**src/hdl/sdh_pkg.sv**
```systemverilog
// Functional notes
// - one card selected while data move
// - one data command outstanding at once
// - refill fifo, restart clock, then stop
// - reset fifo before resume command
// - reset command mid transfer sets stop flag
// - end-bit error: ignore sdio, send stop
// - two fifo reads restart stalled read clock; here one read per rx request, no read stall tracked
// - one ce-ata device addressed at once
// - no second ce-ata block command, except disable
// - interrupts disabled allows status commands
// - ce-ata: no stream, no automatic stop
// - locked registers untouched until command issued
package sdh_pkg;
  // own register byte offsets
  localparam logic [7:0] REG_ORDER = 8'h00;
  localparam logic [7:0] REG_ARG = 8'h04;
  localparam logic [7:0] REG_BYTES = 8'h08;
  localparam logic [7:0] REG_BLKSZ = 8'h0C;
  localparam logic [7:0] REG_STATUS = 8'h10;
  localparam logic [7:0] REG_TXW = 8'h14;
  localparam logic [7:0] REG_RXW = 8'h18;
  // order word fields (index is six bits at OF_IDX)
  localparam int OF_IDX = 0;
  localparam int OF_DATA = 6;
  localparam int OF_WRITE = 7;
  localparam int OF_STREAM = 8;
  localparam int OF_ASTOP = 9;
  localparam int OF_CARD = 10;
  localparam int OF_CEATA = 11;
  localparam int OF_DEVICE_INTERRUPT_DISABLE = 12;
  localparam int OF_RESUME = 13;
  localparam int OF_IORST = 14;
  localparam int OF_RWBLK = 15;
  localparam int OF_COMPLETION_SIGNAL_DISABLE = 16;
  // status word fields
  localparam int ST_BUSY = 0;
  localparam int ST_DATA = 1;
  localparam int ST_REFUSED = 2;
  localparam int ST_NOSDIO = 3;
  localparam int ST_DTO = 4;
  localparam int ST_TXPEND = 5;
  localparam int ST_RXVALID = 6;
  localparam int ST_SDIO = 7;
  localparam int ST_DONE = 8;
  localparam int ST_CARD = 9;
  // device register byte offsets
  localparam logic [7:0] DEV_CTRL = 8'h00;
  localparam logic [7:0] DEV_CLKENA = 8'h04;
  localparam logic [7:0] DEV_ARG = 8'h08;
  localparam logic [7:0] DEV_BYTES = 8'h0C;
  localparam logic [7:0] DEV_BLKSZ = 8'h10;
  localparam logic [7:0] DEV_CMD = 8'h14;
  localparam logic [7:0] DEV_RAW = 8'h18;
  localparam logic [7:0] DEV_FIFO = 8'h1C;
  // device command and control fields
  localparam int DC_DATA = 9;
  localparam int DC_WRITE = 10;
  localparam int DC_STREAM = 11;
  localparam int DC_ASTOP = 12;
  localparam int DC_STOP = 14;
  localparam int DC_CARD = 16;
  localparam int DC_START = 31;
  localparam int DCTL_FIFO_RST = 1;
  // device raw status fields
  localparam int DS_DONE = 3;
  localparam int DS_TXREQ = 4;
  localparam int DS_RXREQ = 5;
  localparam int DS_RTO = 8;
  localparam int DS_DRTO = 9;
  localparam int DS_EBE = 15;
  localparam int DS_SDIO = 16;
  localparam int DS_TXSTALL = 17;
  localparam logic [31:0] DS_CLR_MASK = 32'h0001_8308;
  // card command indices
  localparam logic [5:0] CMD_GO_IDLE = 6'h00;
  localparam logic [5:0] CMD_STOP = 6'h0C;
  localparam logic [5:0] CMD_INACTIVE = 6'h0F;
  // sequencer states
  typedef enum logic [3:0] {
    S_IDLE = 4'b0000, S_FRST = 4'b0001, S_ARG = 4'b0010, S_BYT = 4'b0011,
    S_BLK = 4'b0100, S_CMD = 4'b0101, S_LOCK = 4'b0110, S_POLL = 4'b0111,
    S_CLR = 4'b1000, S_TXW = 4'b1001, S_RXW = 4'b1010, S_CKEN = 4'b1011
  } sdh_state_t;
endpackage

```
**src/hdl/sdh_ctrl.sv**
```systemverilog
`timescale 1ns/1ps
module sdh_ctrl import sdh_pkg::*; #(
  parameter int DEV_AW = 8 // device register address width
) (
  input wire logic core_clk, // system clock
  input wire logic rstn, // synchronous reset, active low
  input wire logic wb_cyc, // wishbone cycle
  input wire logic wb_stb, // wishbone strobe
  input wire logic wb_we, // wishbone write
  input wire logic [7:0] wb_adr, // wishbone byte address
  input wire logic [31:0] wb_dat_i, // wishbone write data
  input wire logic [3:0] wb_sel, // wishbone byte lanes
  output logic [31:0] wb_dat_o, // wishbone read data
  output logic wb_ack, // wishbone acknowledge
  output logic dev_req, // device register request
  output logic dev_we, // device register write
  output logic [DEV_AW-1:0] dev_addr, // device register address
  output logic [31:0] dev_wdata, // device write data
  input wire logic [31:0] dev_rdata, // device read data
  input wire logic dev_ack // device answer
);
  if (DEV_AW < 8) begin : g_aw_check
    $error("DEV_AW must be at least 8");
  end

  sdh_state_t state; // sequencer state
  logic ord_pend, ord_data, ord_write, ord_stream, ord_astop; // pending order
  logic ord_card, ord_stop, ord_resume, ord_blk; // order attributes
  logic [5:0] ord_idx; // order command index
  logic [31:0] stg_arg, stg_bytes, stg_blksz; // staged parameters
  logic data_active, act_card, ceata_blk, no_sdio; // transfer state
  logic refused, dto_f, sdio_f, done_f; // sticky flags
  logic tx_pend, rx_valid, rx_avail, tx_stalled, refilled; // fifo handling
  logic [31:0] tx_word, rx_word, raw_clr; // data and clear words

  // device register chosen by state
  function automatic logic [7:0] dev_reg_of(input sdh_state_t st);
    case (st)
      S_FRST: dev_reg_of = DEV_CTRL;
      S_ARG: dev_reg_of = DEV_ARG;
      S_BYT: dev_reg_of = DEV_BYTES;
      S_BLK: dev_reg_of = DEV_BLKSZ;
      S_CMD, S_LOCK: dev_reg_of = DEV_CMD;
      S_POLL, S_CLR: dev_reg_of = DEV_RAW;
      S_CKEN: dev_reg_of = DEV_CLKENA;
      default: dev_reg_of = DEV_FIFO;
    endcase
  endfunction

  // state after an answered access
  function automatic sdh_state_t next_of(input sdh_state_t st, input logic [31:0] rd);
    case (st)
      S_FRST, S_CKEN: next_of = S_ARG;
      S_ARG: next_of = S_BYT;
      S_BYT: next_of = S_BLK;
      S_BLK: next_of = S_CMD;
      S_CMD: next_of = S_LOCK;
      S_LOCK: next_of = rd[DC_START] ? S_LOCK : S_IDLE;
      S_POLL: next_of = (|(rd & DS_CLR_MASK)) ? S_CLR : S_IDLE;
      default: next_of = S_IDLE;
    endcase
  endfunction

  // wishbone decode
  wire acc = wb_cyc & wb_stb & ~wb_ack;
  wire wr = acc & wb_we & (&wb_sel);
  wire rd = acc & ~wb_we;
  wire go_wr = wr & (wb_adr == REG_ORDER);
  wire sclr_wr = wr & (wb_adr == REG_STATUS);
  wire tx_wr = wr & (wb_adr == REG_TXW);
  wire rx_rd = rd & (wb_adr == REG_RXW);
  wire stg_wr = wr & ((wb_adr == REG_ARG) | (wb_adr == REG_BYTES) | (wb_adr == REG_BLKSZ));
  wire [31:0] clr_bits = sclr_wr ? wb_dat_i : 32'h0000_0000;

  // order fields
  wire [5:0] o_idx = wb_dat_i[OF_IDX +: 6];
  wire o_data = wb_dat_i[OF_DATA];
  wire o_stream = wb_dat_i[OF_STREAM];
  wire o_astop = wb_dat_i[OF_ASTOP];
  wire o_card = wb_dat_i[OF_CARD];
  wire o_ceata = wb_dat_i[OF_CEATA];
  wire o_completion_signal_disable = wb_dat_i[OF_COMPLETION_SIGNAL_DISABLE];
  wire o_reset = (o_idx == CMD_GO_IDLE) | (o_idx == CMD_INACTIVE) | wb_dat_i[OF_IORST];
  wire o_stop = data_active & (o_reset | (o_idx == CMD_STOP));

  // device answer events
  wire ack_in = dev_req & dev_ack;
  wire lock_done = ack_in & (state == S_LOCK) & ~dev_rdata[DC_START];
  wire poll_done = ack_in & (state == S_POLL);
  wire ev_done = poll_done & dev_rdata[DS_DONE];
  wire ev_rto = poll_done & dev_rdata[DS_RTO];
  wire ev_drto = poll_done & dev_rdata[DS_DRTO];
  wire ev_ebe = poll_done & dev_rdata[DS_EBE];
  wire ev_sdio = poll_done & dev_rdata[DS_SDIO] & ~no_sdio & ~dev_rdata[DS_EBE];
  wire data_end = ev_done | ev_rto | ev_drto | (lock_done & ord_stop);

  // order refusal
  wire ref_two = o_data & data_active;
  wire ref_card = data_active & (o_card != act_card);
  wire ref_ceata = o_ceata & o_data & (o_stream | o_astop);
  wire ref_blk = ceata_blk & ~o_completion_signal_disable;
  wire refuse = ord_pend | ev_ebe | ref_two | ref_card | ref_ceata | ref_blk;
  wire take = go_wr & ~refuse;
  wire ref_set = (go_wr & refuse) | (tx_wr & tx_pend) | (stg_wr & ord_pend);

  // device command word
  wire [31:0] cmd_word = (32'(ord_data) << DC_DATA) | (32'(ord_write) << DC_WRITE) |
    (32'(ord_stream) << DC_STREAM) | (32'(ord_astop) << DC_ASTOP) |
    (32'(ord_stop) << DC_STOP) | (32'(ord_card) << DC_CARD) |
    (32'h0000_0001 << DC_START) | 32'(ord_idx);

  // idle dispatch
  wire stop_hold = ord_pend & ord_stop & tx_stalled;
  wire sdh_state_t next_state = (ord_pend & ord_resume) ? S_FRST :
    (stop_hold & refilled) ? S_CKEN :
    (ord_pend & ~stop_hold) ? S_ARG :
    tx_pend ? S_TXW :
    (data_active & rx_avail & ~rx_valid) ? S_RXW :
    data_active ? S_POLL : S_IDLE;

  // access selection
  wire st_wr = (state != S_LOCK) & (state != S_POLL) & (state != S_RXW);
  wire [7:0] sel_addr = dev_reg_of(state);
  wire [31:0] sel_data = (state == S_FRST) ? (32'h0000_0001 << DCTL_FIFO_RST) :
    (state == S_ARG) ? stg_arg :
    (state == S_BYT) ? stg_bytes :
    (state == S_BLK) ? stg_blksz :
    (state == S_CMD) ? cmd_word :
    (state == S_CLR) ? raw_clr :
    (state == S_TXW) ? tx_word :
    (state == S_CKEN) ? (32'h0000_0001 << ord_card) : 32'h0000_0000;

  // status and read mux
  wire [31:0] status_word = (32'(ord_pend) << ST_BUSY) | (32'(data_active) << ST_DATA) |
    (32'(refused) << ST_REFUSED) | (32'(no_sdio) << ST_NOSDIO) | (32'(dto_f) << ST_DTO) |
    (32'(tx_pend) << ST_TXPEND) | (32'(rx_valid) << ST_RXVALID) | (32'(sdio_f) << ST_SDIO) |
    (32'(done_f) << ST_DONE) | (32'(act_card) << ST_CARD);
  wire [31:0] rd_mux = (wb_adr == REG_ARG) ? stg_arg :
    (wb_adr == REG_BYTES) ? stg_bytes :
    (wb_adr == REG_BLKSZ) ? stg_blksz :
    (wb_adr == REG_STATUS) ? status_word :
    (wb_adr == REG_RXW) ? rx_word : 32'h0000_0000;

  // wishbone slave answers one cycle after the strobe
  always_ff @(posedge core_clk) begin
    if (!rstn) begin
      wb_ack <= 1'b0;
      wb_dat_o <= 32'h0000_0000;
    end else begin
      wb_ack <= acc;
      if (rd) begin
        wb_dat_o <= rd_mux;
      end
    end
  end

  // staged parameters stay frozen while an order is in flight
  always_ff @(posedge core_clk) begin
    if (!rstn) begin
      stg_arg <= 32'h0000_0000;
      stg_bytes <= 32'h0000_0000;
      stg_blksz <= 32'h0000_0000;
    end else if (stg_wr & ~ord_pend) begin
      if (wb_adr == REG_ARG) stg_arg <= wb_dat_i;
      if (wb_adr == REG_BYTES) stg_bytes <= wb_dat_i;
      if (wb_adr == REG_BLKSZ) stg_blksz <= wb_dat_i;
    end
  end

  // device access sequencer: request, wait answer, drop one cycle
  always_ff @(posedge core_clk) begin
    if (!rstn) begin
      state <= S_IDLE;
      dev_req <= 1'b0;
      dev_we <= 1'b0;
      dev_addr <= '0;
      dev_wdata <= 32'h0000_0000;
    end else if (state == S_IDLE) begin
      state <= next_state;
    end else if (!dev_req) begin
      dev_req <= 1'b1;
      dev_we <= st_wr;
      dev_addr <= DEV_AW'(sel_addr);
      dev_wdata <= sel_data;
    end else if (dev_ack) begin
      dev_req <= 1'b0;
      state <= next_of(state, dev_rdata);
    end
  end

  // pending order; an end-bit error queues a stop of its own
  always_ff @(posedge core_clk) begin
    if (!rstn) begin
      ord_pend <= 1'b0;
      ord_idx <= 6'h00;
      {ord_data, ord_write, ord_stream, ord_astop} <= 4'h0;
      {ord_card, ord_stop, ord_resume, ord_blk} <= 4'h0;
    end else if (take) begin
      ord_pend <= 1'b1;
      ord_idx <= o_idx;
      {ord_data, ord_write, ord_stream, ord_astop} <= {o_data, wb_dat_i[OF_WRITE], o_stream, o_astop};
      {ord_card, ord_stop} <= {o_card, o_stop};
      ord_resume <= wb_dat_i[OF_RESUME];
      ord_blk <= o_ceata & o_data & wb_dat_i[OF_RWBLK] & ~wb_dat_i[OF_DEVICE_INTERRUPT_DISABLE];
    end else if (ev_ebe) begin
      ord_pend <= 1'b1;
      ord_idx <= CMD_STOP;
      {ord_data, ord_write, ord_stream, ord_astop} <= 4'h0;
      {ord_stop, ord_resume, ord_blk} <= 3'b100;
    end else begin
      if (lock_done) ord_pend <= 1'b0;
      if (ack_in & (state == S_FRST)) ord_resume <= 1'b0;
    end
  end

  // transfer state
  always_ff @(posedge core_clk) begin
    if (!rstn) begin
      data_active <= 1'b0;
      act_card <= 1'b0;
      ceata_blk <= 1'b0;
    end else if (lock_done & ord_data) begin
      data_active <= 1'b1;
      act_card <= ord_card;
      ceata_blk <= ord_blk;
    end else if (data_end) begin
      data_active <= 1'b0;
      ceata_blk <= 1'b0;
    end
  end

  // sticky flags: set wins over clear
  always_ff @(posedge core_clk) begin
    if (!rstn) begin
      {refused, dto_f, sdio_f, done_f, no_sdio} <= 5'h00;
    end else begin
      refused <= ref_set | (refused & ~clr_bits[ST_REFUSED]);
      dto_f <= ev_drto | (dto_f & ~clr_bits[ST_DTO]);
      sdio_f <= ev_sdio | (sdio_f & ~clr_bits[ST_SDIO]);
      done_f <= ev_done | (done_f & ~clr_bits[ST_DONE]);
      no_sdio <= ev_ebe | (no_sdio & ~(take & o_data));
    end
  end

  // fifo words and stall tracking
  always_ff @(posedge core_clk) begin
    if (!rstn) begin
      {tx_pend, rx_valid, rx_avail, tx_stalled, refilled} <= 5'h00;
      tx_word <= 32'h0000_0000;
      rx_word <= 32'h0000_0000;
      raw_clr <= 32'h0000_0000;
    end else begin
      if (tx_wr & ~tx_pend) begin
        tx_pend <= 1'b1;
        tx_word <= wb_dat_i;
      end else if (ack_in & (state == S_TXW)) begin
        tx_pend <= 1'b0;
      end
      if (ack_in & (state == S_RXW)) begin
        rx_valid <= 1'b1;
        rx_word <= dev_rdata;
      end else if (rx_rd) begin
        rx_valid <= 1'b0;
      end
      if (poll_done) begin
        rx_avail <= dev_rdata[DS_RXREQ];
        tx_stalled <= dev_rdata[DS_TXSTALL];
        raw_clr <= dev_rdata & DS_CLR_MASK;
      end else if (ack_in & (state == S_RXW)) begin
        rx_avail <= 1'b0;
      end else if (ack_in & (state == S_CKEN)) begin
        tx_stalled <= 1'b0;
      end
      if (ack_in & (state == S_TXW)) refilled <= 1'b1;
      else if (ack_in & (state == S_CKEN)) refilled <= 1'b0;
    end
  end

  wire at_cmd = (dev_addr == DEV_AW'(DEV_CMD));

  a_one_data: assert property (@(posedge core_clk) disable iff (!rstn)
    (go_wr && o_data && data_active && !ord_pend && !ev_ebe) |=> (!ord_pend && refused))
    else $error("second data order accepted");
  a_card_lock: assert property (@(posedge core_clk) disable iff (!rstn)
    (go_wr && data_active && (o_card != act_card) && !ord_pend && !ev_ebe) |=> !ord_pend)
    else $error("order to other card accepted");
  a_ceata_open: assert property (@(posedge core_clk) disable iff (!rstn)
    (go_wr && ref_ceata && !ord_pend && !ev_ebe) |=> (!ord_pend && refused))
    else $error("ce-ata stream or auto stop accepted");
  a_ceata_blk: assert property (@(posedge core_clk) disable iff (!rstn)
    (go_wr && ceata_blk && !o_completion_signal_disable && !ord_pend && !ev_ebe) |=> !ord_pend)
    else $error("order during ce-ata block command");
  a_cmd_lock: assert property (@(posedge core_clk) disable iff (!rstn)
    (ack_in && dev_we && at_cmd) |=> !dev_req ##1 (dev_req && !dev_we && at_cmd))
    else $error("command not followed by start poll");
  a_lock_hold: assert property (@(posedge core_clk) disable iff (!rstn)
    (ack_in && (state == S_LOCK) && dev_rdata[DC_START]) |=> ((state == S_LOCK) && ord_pend))
    else $error("left lock with start still set");
  a_reset_stop: assert property (@(posedge core_clk) disable iff (!rstn)
    (dev_req && dev_we && at_cmd && data_active &&
     ((dev_wdata[5:0] == CMD_GO_IDLE) || (dev_wdata[5:0] == CMD_INACTIVE)))
    |-> dev_wdata[DC_STOP])
    else $error("reset command without stop flag");
  a_stop_halt: assert property (@(posedge core_clk) disable iff (!rstn)
    (lock_done && ord_stop) |=> !data_active)
    else $error("transfer kept after stop");
  a_sdio_quiet: assert property (@(posedge core_clk) disable iff (!rstn)
    $rose(sdio_f) |-> !$past(no_sdio))
    else $error("sdio flag after end-bit error");
  a_ebe_stop: assert property (@(posedge core_clk) disable iff (!rstn)
    ev_ebe |=> (ord_pend && (ord_idx == CMD_STOP) && ord_stop))
    else $error("no stop queued after end-bit error");
  a_refill_first: assert property (@(posedge core_clk) disable iff (!rstn)
    (dev_req && dev_we && at_cmd && dev_wdata[DC_STOP]) |-> !tx_stalled)
    else $error("stop sent while write clock stalled");
  a_resume_rst: assert property (@(posedge core_clk) disable iff (!rstn)
    (ack_in && (state == S_FRST)) |=> !dev_req ##1 (dev_req && (state == S_ARG)))
    else $error("resume not issued after fifo reset");
  a_dto_end: assert property (@(posedge core_clk) disable iff (!rstn)
    ev_drto |=> (!data_active && dto_f))
    else $error("data timeout did not end transfer");
endmodule

```
**config.mk**
```make
export PLATFORM = sky130hd
export DESIGN_NAME = sdh_ctrl
export DESIGN_NICKNAME = d
export VERILOG_FILES = /design/src/hdl/sdh_pkg.sv /design/src/hdl/sdh_ctrl.sv
export SDC_FILE = /design/constraint.sdc
export NUM_CORES = 1
export LEC_CHECK = 0
export BUFFER_PORTS_ARGS = -buffer_cell sky130_fd_sc_hd__buf_4
export CORE_ASPECT_RATIO = 0.8
export CORE_MARGIN = 2
export CORE_UTILIZATION = 40
export DETAILED_ROUTE_END_ITERATION = 10
export MAX_ROUTING_LAYER = met4
export SLEW_MARGIN = 20
export SYNTH_ARGS = -nofsm -noshare
export SYNTH_HDL_FRONTEND = slang
export SYNTH_SLANG_ARGS = --single-unit
```
**constraint.sdc**
```tcl
create_clock -name core_clk -period 2.4 [get_ports core_clk]
set_input_delay 0.48 -clock core_clk [delete_from_list [all_inputs] [get_ports core_clk]]
set_output_delay 0.48 -clock core_clk [all_outputs]
set_load 0.01 [all_outputs]
```
# [Word level (Yosys, flattened, before mapping)]
# Memories as Yosys holds them, arrays and structs flattened. A register that Yosys moved wholly into a read port is not among the register bits.
# Cells that the tools add are included.
[word_totals] regBits=272 romBits=48 mem_count=1 elab_cells=254
[mem_list] name="(name not given)" words=16 width=3 read_ports=1 rd_clocked_by_memory_dff=1 write_ports=0 line_no="sdh_ctrl.sv:38" text="case (st)"
[op_classes] eq_ne=24 n_bitwise=111 muxes=57 n_shift=1 reduce_logical=24
[op_table] operator="$mux 32" n=13
[op_table] operator="$and 1x1->1" n=56
[op_table] operator="$mux 4" n=9
[op_table] operator="$or 32x6->32" n=1
[op_table] operator="$shl 1x1->32 const A" n=1
[op_table] operator="$mux 1" n=29
[op_table] operator="$pmux 4 s7" n=1
[op_table] operator="$eq 8x5->1 const B" n=3
[op_table] operator="$or 1x1->1" n=21
[op_table] operator="$not 1->1" n=19
[op_table] operator="$reduce_bool 2->1" n=9
[op_table] operator="$or 15x17->17" n=1
[op_table] operator="$eq 4x3->1 const B" n=4
[op_table] operator="$eq 4x4->1 const B" n=4
[op_table] operator="$eq 8x4->1 const B" n=2
[op_table] operator="$or 13x15->15" n=1
[op_table] operator="$or 12x13->13" n=1
[op_table] operator="$eq 6x4->1 const B" n=2
[op_table] operator="$mux 6" n=2
[op_table] operator="$or 11x12->12" n=1
[op_table] operator="$reduce_and 2->1" n=6
[op_table] operator="$or 10x11->11" n=1
[op_table] operator="$or 9x10->10" n=1
[op_table] operator="$mux 9" n=1
[op_table] operator="other kinds (24)" n=28

# [Logic depth before layout (Yosys ltp)]
[logic_depth] ltp_word=14 ltp_mapped=9 ltp_nobuf=7

# [Least setup slack after synthesis]
# No wires, ideal clock.
[synth_timing] kind="in2reg" start="input wb_adr[3]" end="register stg_arg[10]" t_required_ns=2.268 setup_time_ns=0.132 t_arrival_ns=2.047 path_buffers=3 path_stages=8 path_slack_ns=0.221 cell_sequence="buf_6 or4b_4 nand2b_4 or3_1 buf_2 buf_6 nand2_1 a21oi_1"
[synth_between] elab_chain_cells=6
[synth_rtl] item="start: declaration" line_no="sdh_ctrl.sv:10" text="input wire logic [7:0] wb_adr,"
[synth_rtl] item="$eq 8x3->1 or $eq 8x4->1 (tied branches)" line_no="sdh_ctrl.sv:72, sdh_ctrl.sv:164"
[synth_rtl] item="$or 1x1->1 (2 in series)" line_no="sdh_ctrl.sv:72" text="wire stg_wr = wr & ((wb_adr == REG_ARG) | (wb_adr == REG_BYTES) | (wb_adr == REG_BLKSZ));"
[synth_rtl] item="$and 1x1->1" line_no="sdh_ctrl.sv:72"
[synth_rtl] item="$and 1x1->1" line_no="sdh_ctrl.sv:163" text="end else if (stg_wr & ~ord_pend) begin"
[synth_rtl] item="$reduce_and 2->1 (no line) *"
[synth_rtl] item="end signal: assignment" line_no="sdh_ctrl.sv:164" text="if (wb_adr == REG_ARG) stg_arg <= wb_dat_i;"
[synth_rtl] item="end: declaration" line_no="sdh_ctrl.sv:30" text="logic [31:0] stg_arg, stg_bytes, stg_blksz;"
# Mark *: on every way between the ends. The rest lies on a longest branch, timed or not.
# A chain may end at the register's enable or synchronous reset.

# [Final worst setup path]
[layout_timing] start="register state[0]" end="register dev_wdata[7]"
[layout_between] elab_chain_cells=9
[layout_rtl] item="start: declaration" line_no="sdh_ctrl.sv:26" text="sdh_state_t state;"
[layout_rtl] item="start signal: assignment" line_no="sdh_ctrl.sv:179" text="state <= next_state;"
[layout_rtl] item="start signal: assignment" line_no="sdh_ctrl.sv:187" text="state <= next_of(state, dev_rdata);"
[layout_rtl] item="$eq 4x4->1" line_no="sdh_ctrl.sv:131" text="(state == S_CKEN) ? (32'h0000_0001 << ord_card) : 32'h0000_0000;"
[layout_rtl] item="$mux 32" line_no="sdh_ctrl.sv:131"
[layout_rtl] item="$mux 32" line_no="sdh_ctrl.sv:130" text="(state == S_TXW) ? tx_word :"
[layout_rtl] item="$mux 32" line_no="sdh_ctrl.sv:129" text="(state == S_CLR) ? raw_clr :"
[layout_rtl] item="$mux 32" line_no="sdh_ctrl.sv:128" text="(state == S_CMD) ? cmd_word :"
[layout_rtl] item="$mux 32" line_no="sdh_ctrl.sv:127" text="(state == S_BLK) ? stg_blksz :"
[layout_rtl] item="$mux 32" line_no="sdh_ctrl.sv:126" text="(state == S_BYT) ? stg_bytes :"
[layout_rtl] item="$mux 32" line_no="sdh_ctrl.sv:125" text="(state == S_ARG) ? stg_arg :"
[layout_rtl] item="$mux 32" line_no="sdh_ctrl.sv:124" text="wire [31:0] sel_data = (state == S_FRST) ? (32'h0000_0001 << DCTL_FIFO_RST) :"
[layout_rtl] item="end signal: assignment" line_no="sdh_ctrl.sv:184" text="dev_wdata <= sel_data;"
[layout_rtl] item="end: declaration" line_no="sdh_ctrl.sv:18" text="output logic [31:0] dev_wdata,"
# Parallel ways exist; a longest one is shown, timed or not.

==> results.json <==
{
  "status": "finished, final reports clean",
  "layout.nets": 1858,
  "regArea_sq_um": 5350,
  "die_h_um": 161,
  "worst_setup_path_start_kind": "register",
  "yosysTopAreaCell": "dfxtp_1",
  "die_area_sq_um": 32200,
  "gr-total-overflow": 0,
  "drv_cap": 0,
  "critPathMostFrequentCell": "a21oi_1",
  "syn-cell-area_sq_um": 12300,
  "finalSetupViolations": 0,
  "critPathArrivalTime_ns": 2.79,
  "grt_pass1_wl_um": 72300,
  "multi_input_area_sq_um": 6330,
  "post-route-util": 0.501,
  "ys_ff_latch": 267,
  "numPortBuffers": 151,
  "wire_per_inst_um": 21.7,
  "fp.dieW_um": 200,
  "stdcell_count": 2203,
  "cp_max_fo": 18,
  "peakVddDrop_uv": 462,
  "routed_wl_um": 47800,
  "yosysMostFrequentCell": "nand2_1",
  "root_buffer": "clkbuf_16",
  "fin_area_sq_um": 15200,
  "synth-edff-count": 0,
  "dp.cells": 2152,
  "cts.sinks": 267,
  "holdCritPathClass": "in -> reg",
  "antenna_found_initial": 2,
  "post-cts-setup-buffers": 0,
  "crit_family": "compound AO/OA/AOI/OAI gates",
  "cts_resized": 0,
  "critical_path.max_stage_delay_ns": 0.50,
  "core_sq_um": 30300,
  "clk_latency_ns": 0.55,
  "num_vias": 12700,
  "grt_pass1_vias": 11700,
  "grt_max_degree": 77,
  "syn-instance-count": 1648,
  "drt_first_iter_violations": 1468,
  "syn2layout_area_growth_pct": 23.3,
  "end_kind": "register",
  "cts.htree.levels": 1,
  "cts_buffers": 29,
  "ys_top_cells_by_count": "nand2_1, a21oi_1, dfxtp_1, clkbuf_1, o21ai_0",
  "synth_cell_types": 65,
  "placementRows": 57,
  "slowest_stage": "a21oi_1",
  "initial_core_util": 0.406,
  "clockBufferDepth": 3,
  "io_pins": 157,
  "post_dp_cell_area_sq_um": 14200,
  "totalNegativeSetupSlack_ns": 0,
  "p_per_area_nw_per_um2": 613,
  "worst_slew_pin_slew_ns": 0.643,
  "max_clock_freq_mhz": 434,
  "grt.total_usage": 0.298,
  "hold_violations": 0,
  "crit_required_ns": 2.89,
  "drc": 0,
  "ant_nets": 0,
  "gp_congestion": 0.980,
  "fill_cells": 3015,
  "yosysTopAreaCellShare": 0.434,
  "viasPerCell": 5.75,
  "max_slew_margin": 0.568,
  "ys_async_sr_fraction": 0,
  "clock_skew_ns": 0.0162,
  "critical_path_buf_inv_count": 2,
  "p_leak_nw": 5.43,
  "min_period_ns": 2.31,
  "cts_tree": "built",
  "synth_area_leaders": "dfxtp_1, a21oi_1, nand2_1, o21ai_0, clkbuf_1",
  "synthFlopType": "dfxtp_1",
  "crit_chain": "inv_1, ha_1, nand2b_1, nor2_1, buf_4, a21oi_1, a21oi_1, a22o_1",
  "ys_seq_area_frac": 0.434,
  "drive_gt1_frac": 0.174,
  "path_clk_slew_ns": 0.06,
  "worstSetupPathType": "reg -> reg",
  "postCtsHoldBufs": 0,
  "avgSynthCellArea_sq_um": 7.47,
  "yosysWarnings": 0,
  "slew_violations": 0,
  "dpl.hpwl_um": 33700,
  "fin_crit_sh": 0.960,
  "drtPass1Iterations": 5
}
==> power by group <==
group	internal (mW)	switching (mW)	leakage [nW]
registers	4.44	0.00488	2.15
clock network	2.53	1.82	0.449
logic	0.190	0.314	2.83
==> placed cells by master, fill, tap and decap left out, drive strengths merged, types with 10 or more instances in the layout <==
master	instances
clkbuf	44
nor3	28
o2bb2ai	15
a211oi	19
nand3b	18
nor2	62
a21oi	314
o221ai	10
o21ai	104
dfxtp	267
inv	15
buf	239
nand2	402
a21o	21
a22o	18
nand3	64
==> through the flow <==
| step | power (mW) | setup WS (ns) | hold WS [ns] |
|---|---|---|---|
| 2_1_floorplan | 4.75 | 0.221 | 0.427 |
| 6_report | 9.31 | 0.0948 | 0.181 |
| 3_3_place_gp | 5.04 | 0.0496 | 0.434 |
| 4_1_cts | 9.34 | 0.0830 | 0.167 |
| 3_5_place_dp | 5.03 | 0.0599 | 0.444 |
| 5_1_grt | 9.56 | -0.00510 | 0.176 |
==> worst register-to-register path, cell delays in order, from the launching register on <==
cell	delay [ns]
dfxtp_1	0.39
inv_1	0.14
ha_1	0.31
nand2b_1	0.20
nor2_1	0.09
buf_4	0.29
a21oi_1	0.11
a21oi_1	0.50
a22o_1	0.21
==> state kept, by name, indices dropped and copies added (netlist names), 3 cells and up <==
register   count
ord_idx        6
stg_arg       32
wb_dat_o      32
dev_wdata     32
tx_word       32
dev_addr       3
raw_clr        5
rx_word       32
stg_bytes     32
stg_blksz     32
state          4
==> worst paths after layout <==
path / start / end / slack [ns] / depth (start not counted)
setup / recovery: state[0] / dev_wdata[7] / 0.09 / 8
hold / removal: dev_rdata[2] / rx_word[2] / 0.18 / 3
setup reg to reg: state[0] / dev_wdata[7] / 0.09 / 8
hold reg to reg: dev_we / dev_we / 0.45 / 2
==> area by class of cell <==
cell class / count / share of cell area
Antenna cell: 2 / 0.000330
Clock buffer: 44 / 0.0561
Clock inverter: 5 / 0.00371
Inverter: 15 / 0.00429
Multi-Input combinational cell: 1218 / 0.417
Sequential cell: 267 / 0.352
Tap cell: 413 / 0.0340
Timing Repair Buffer: 239 / 0.132
==> kinds of logic after synthesis <==
family                   synth area share
AND/OR/NAND/NOR                     0.230
AO/OA/AOI/OAI                       0.267
multiplexers                      0.00325
buffers and inverters              0.0578
XOR/XNOR                          0.00142
flip-flops                          0.434
other                            0.000305
adder cells (fa/ha/maj)           0.00610
==> routing by layer <==
layer / up-vias / part of all wire / track usage
met2: 646 / 0.39 / 0.389
li1: 5978 / - / -
met3: 54 / 0.12 / 0.0940
met5: - / 0 / -
met4: 0 / 0.016 / 0.0522
met1: 5983 / 0.47 / 0.443
(Power assumes the default switching activity.)
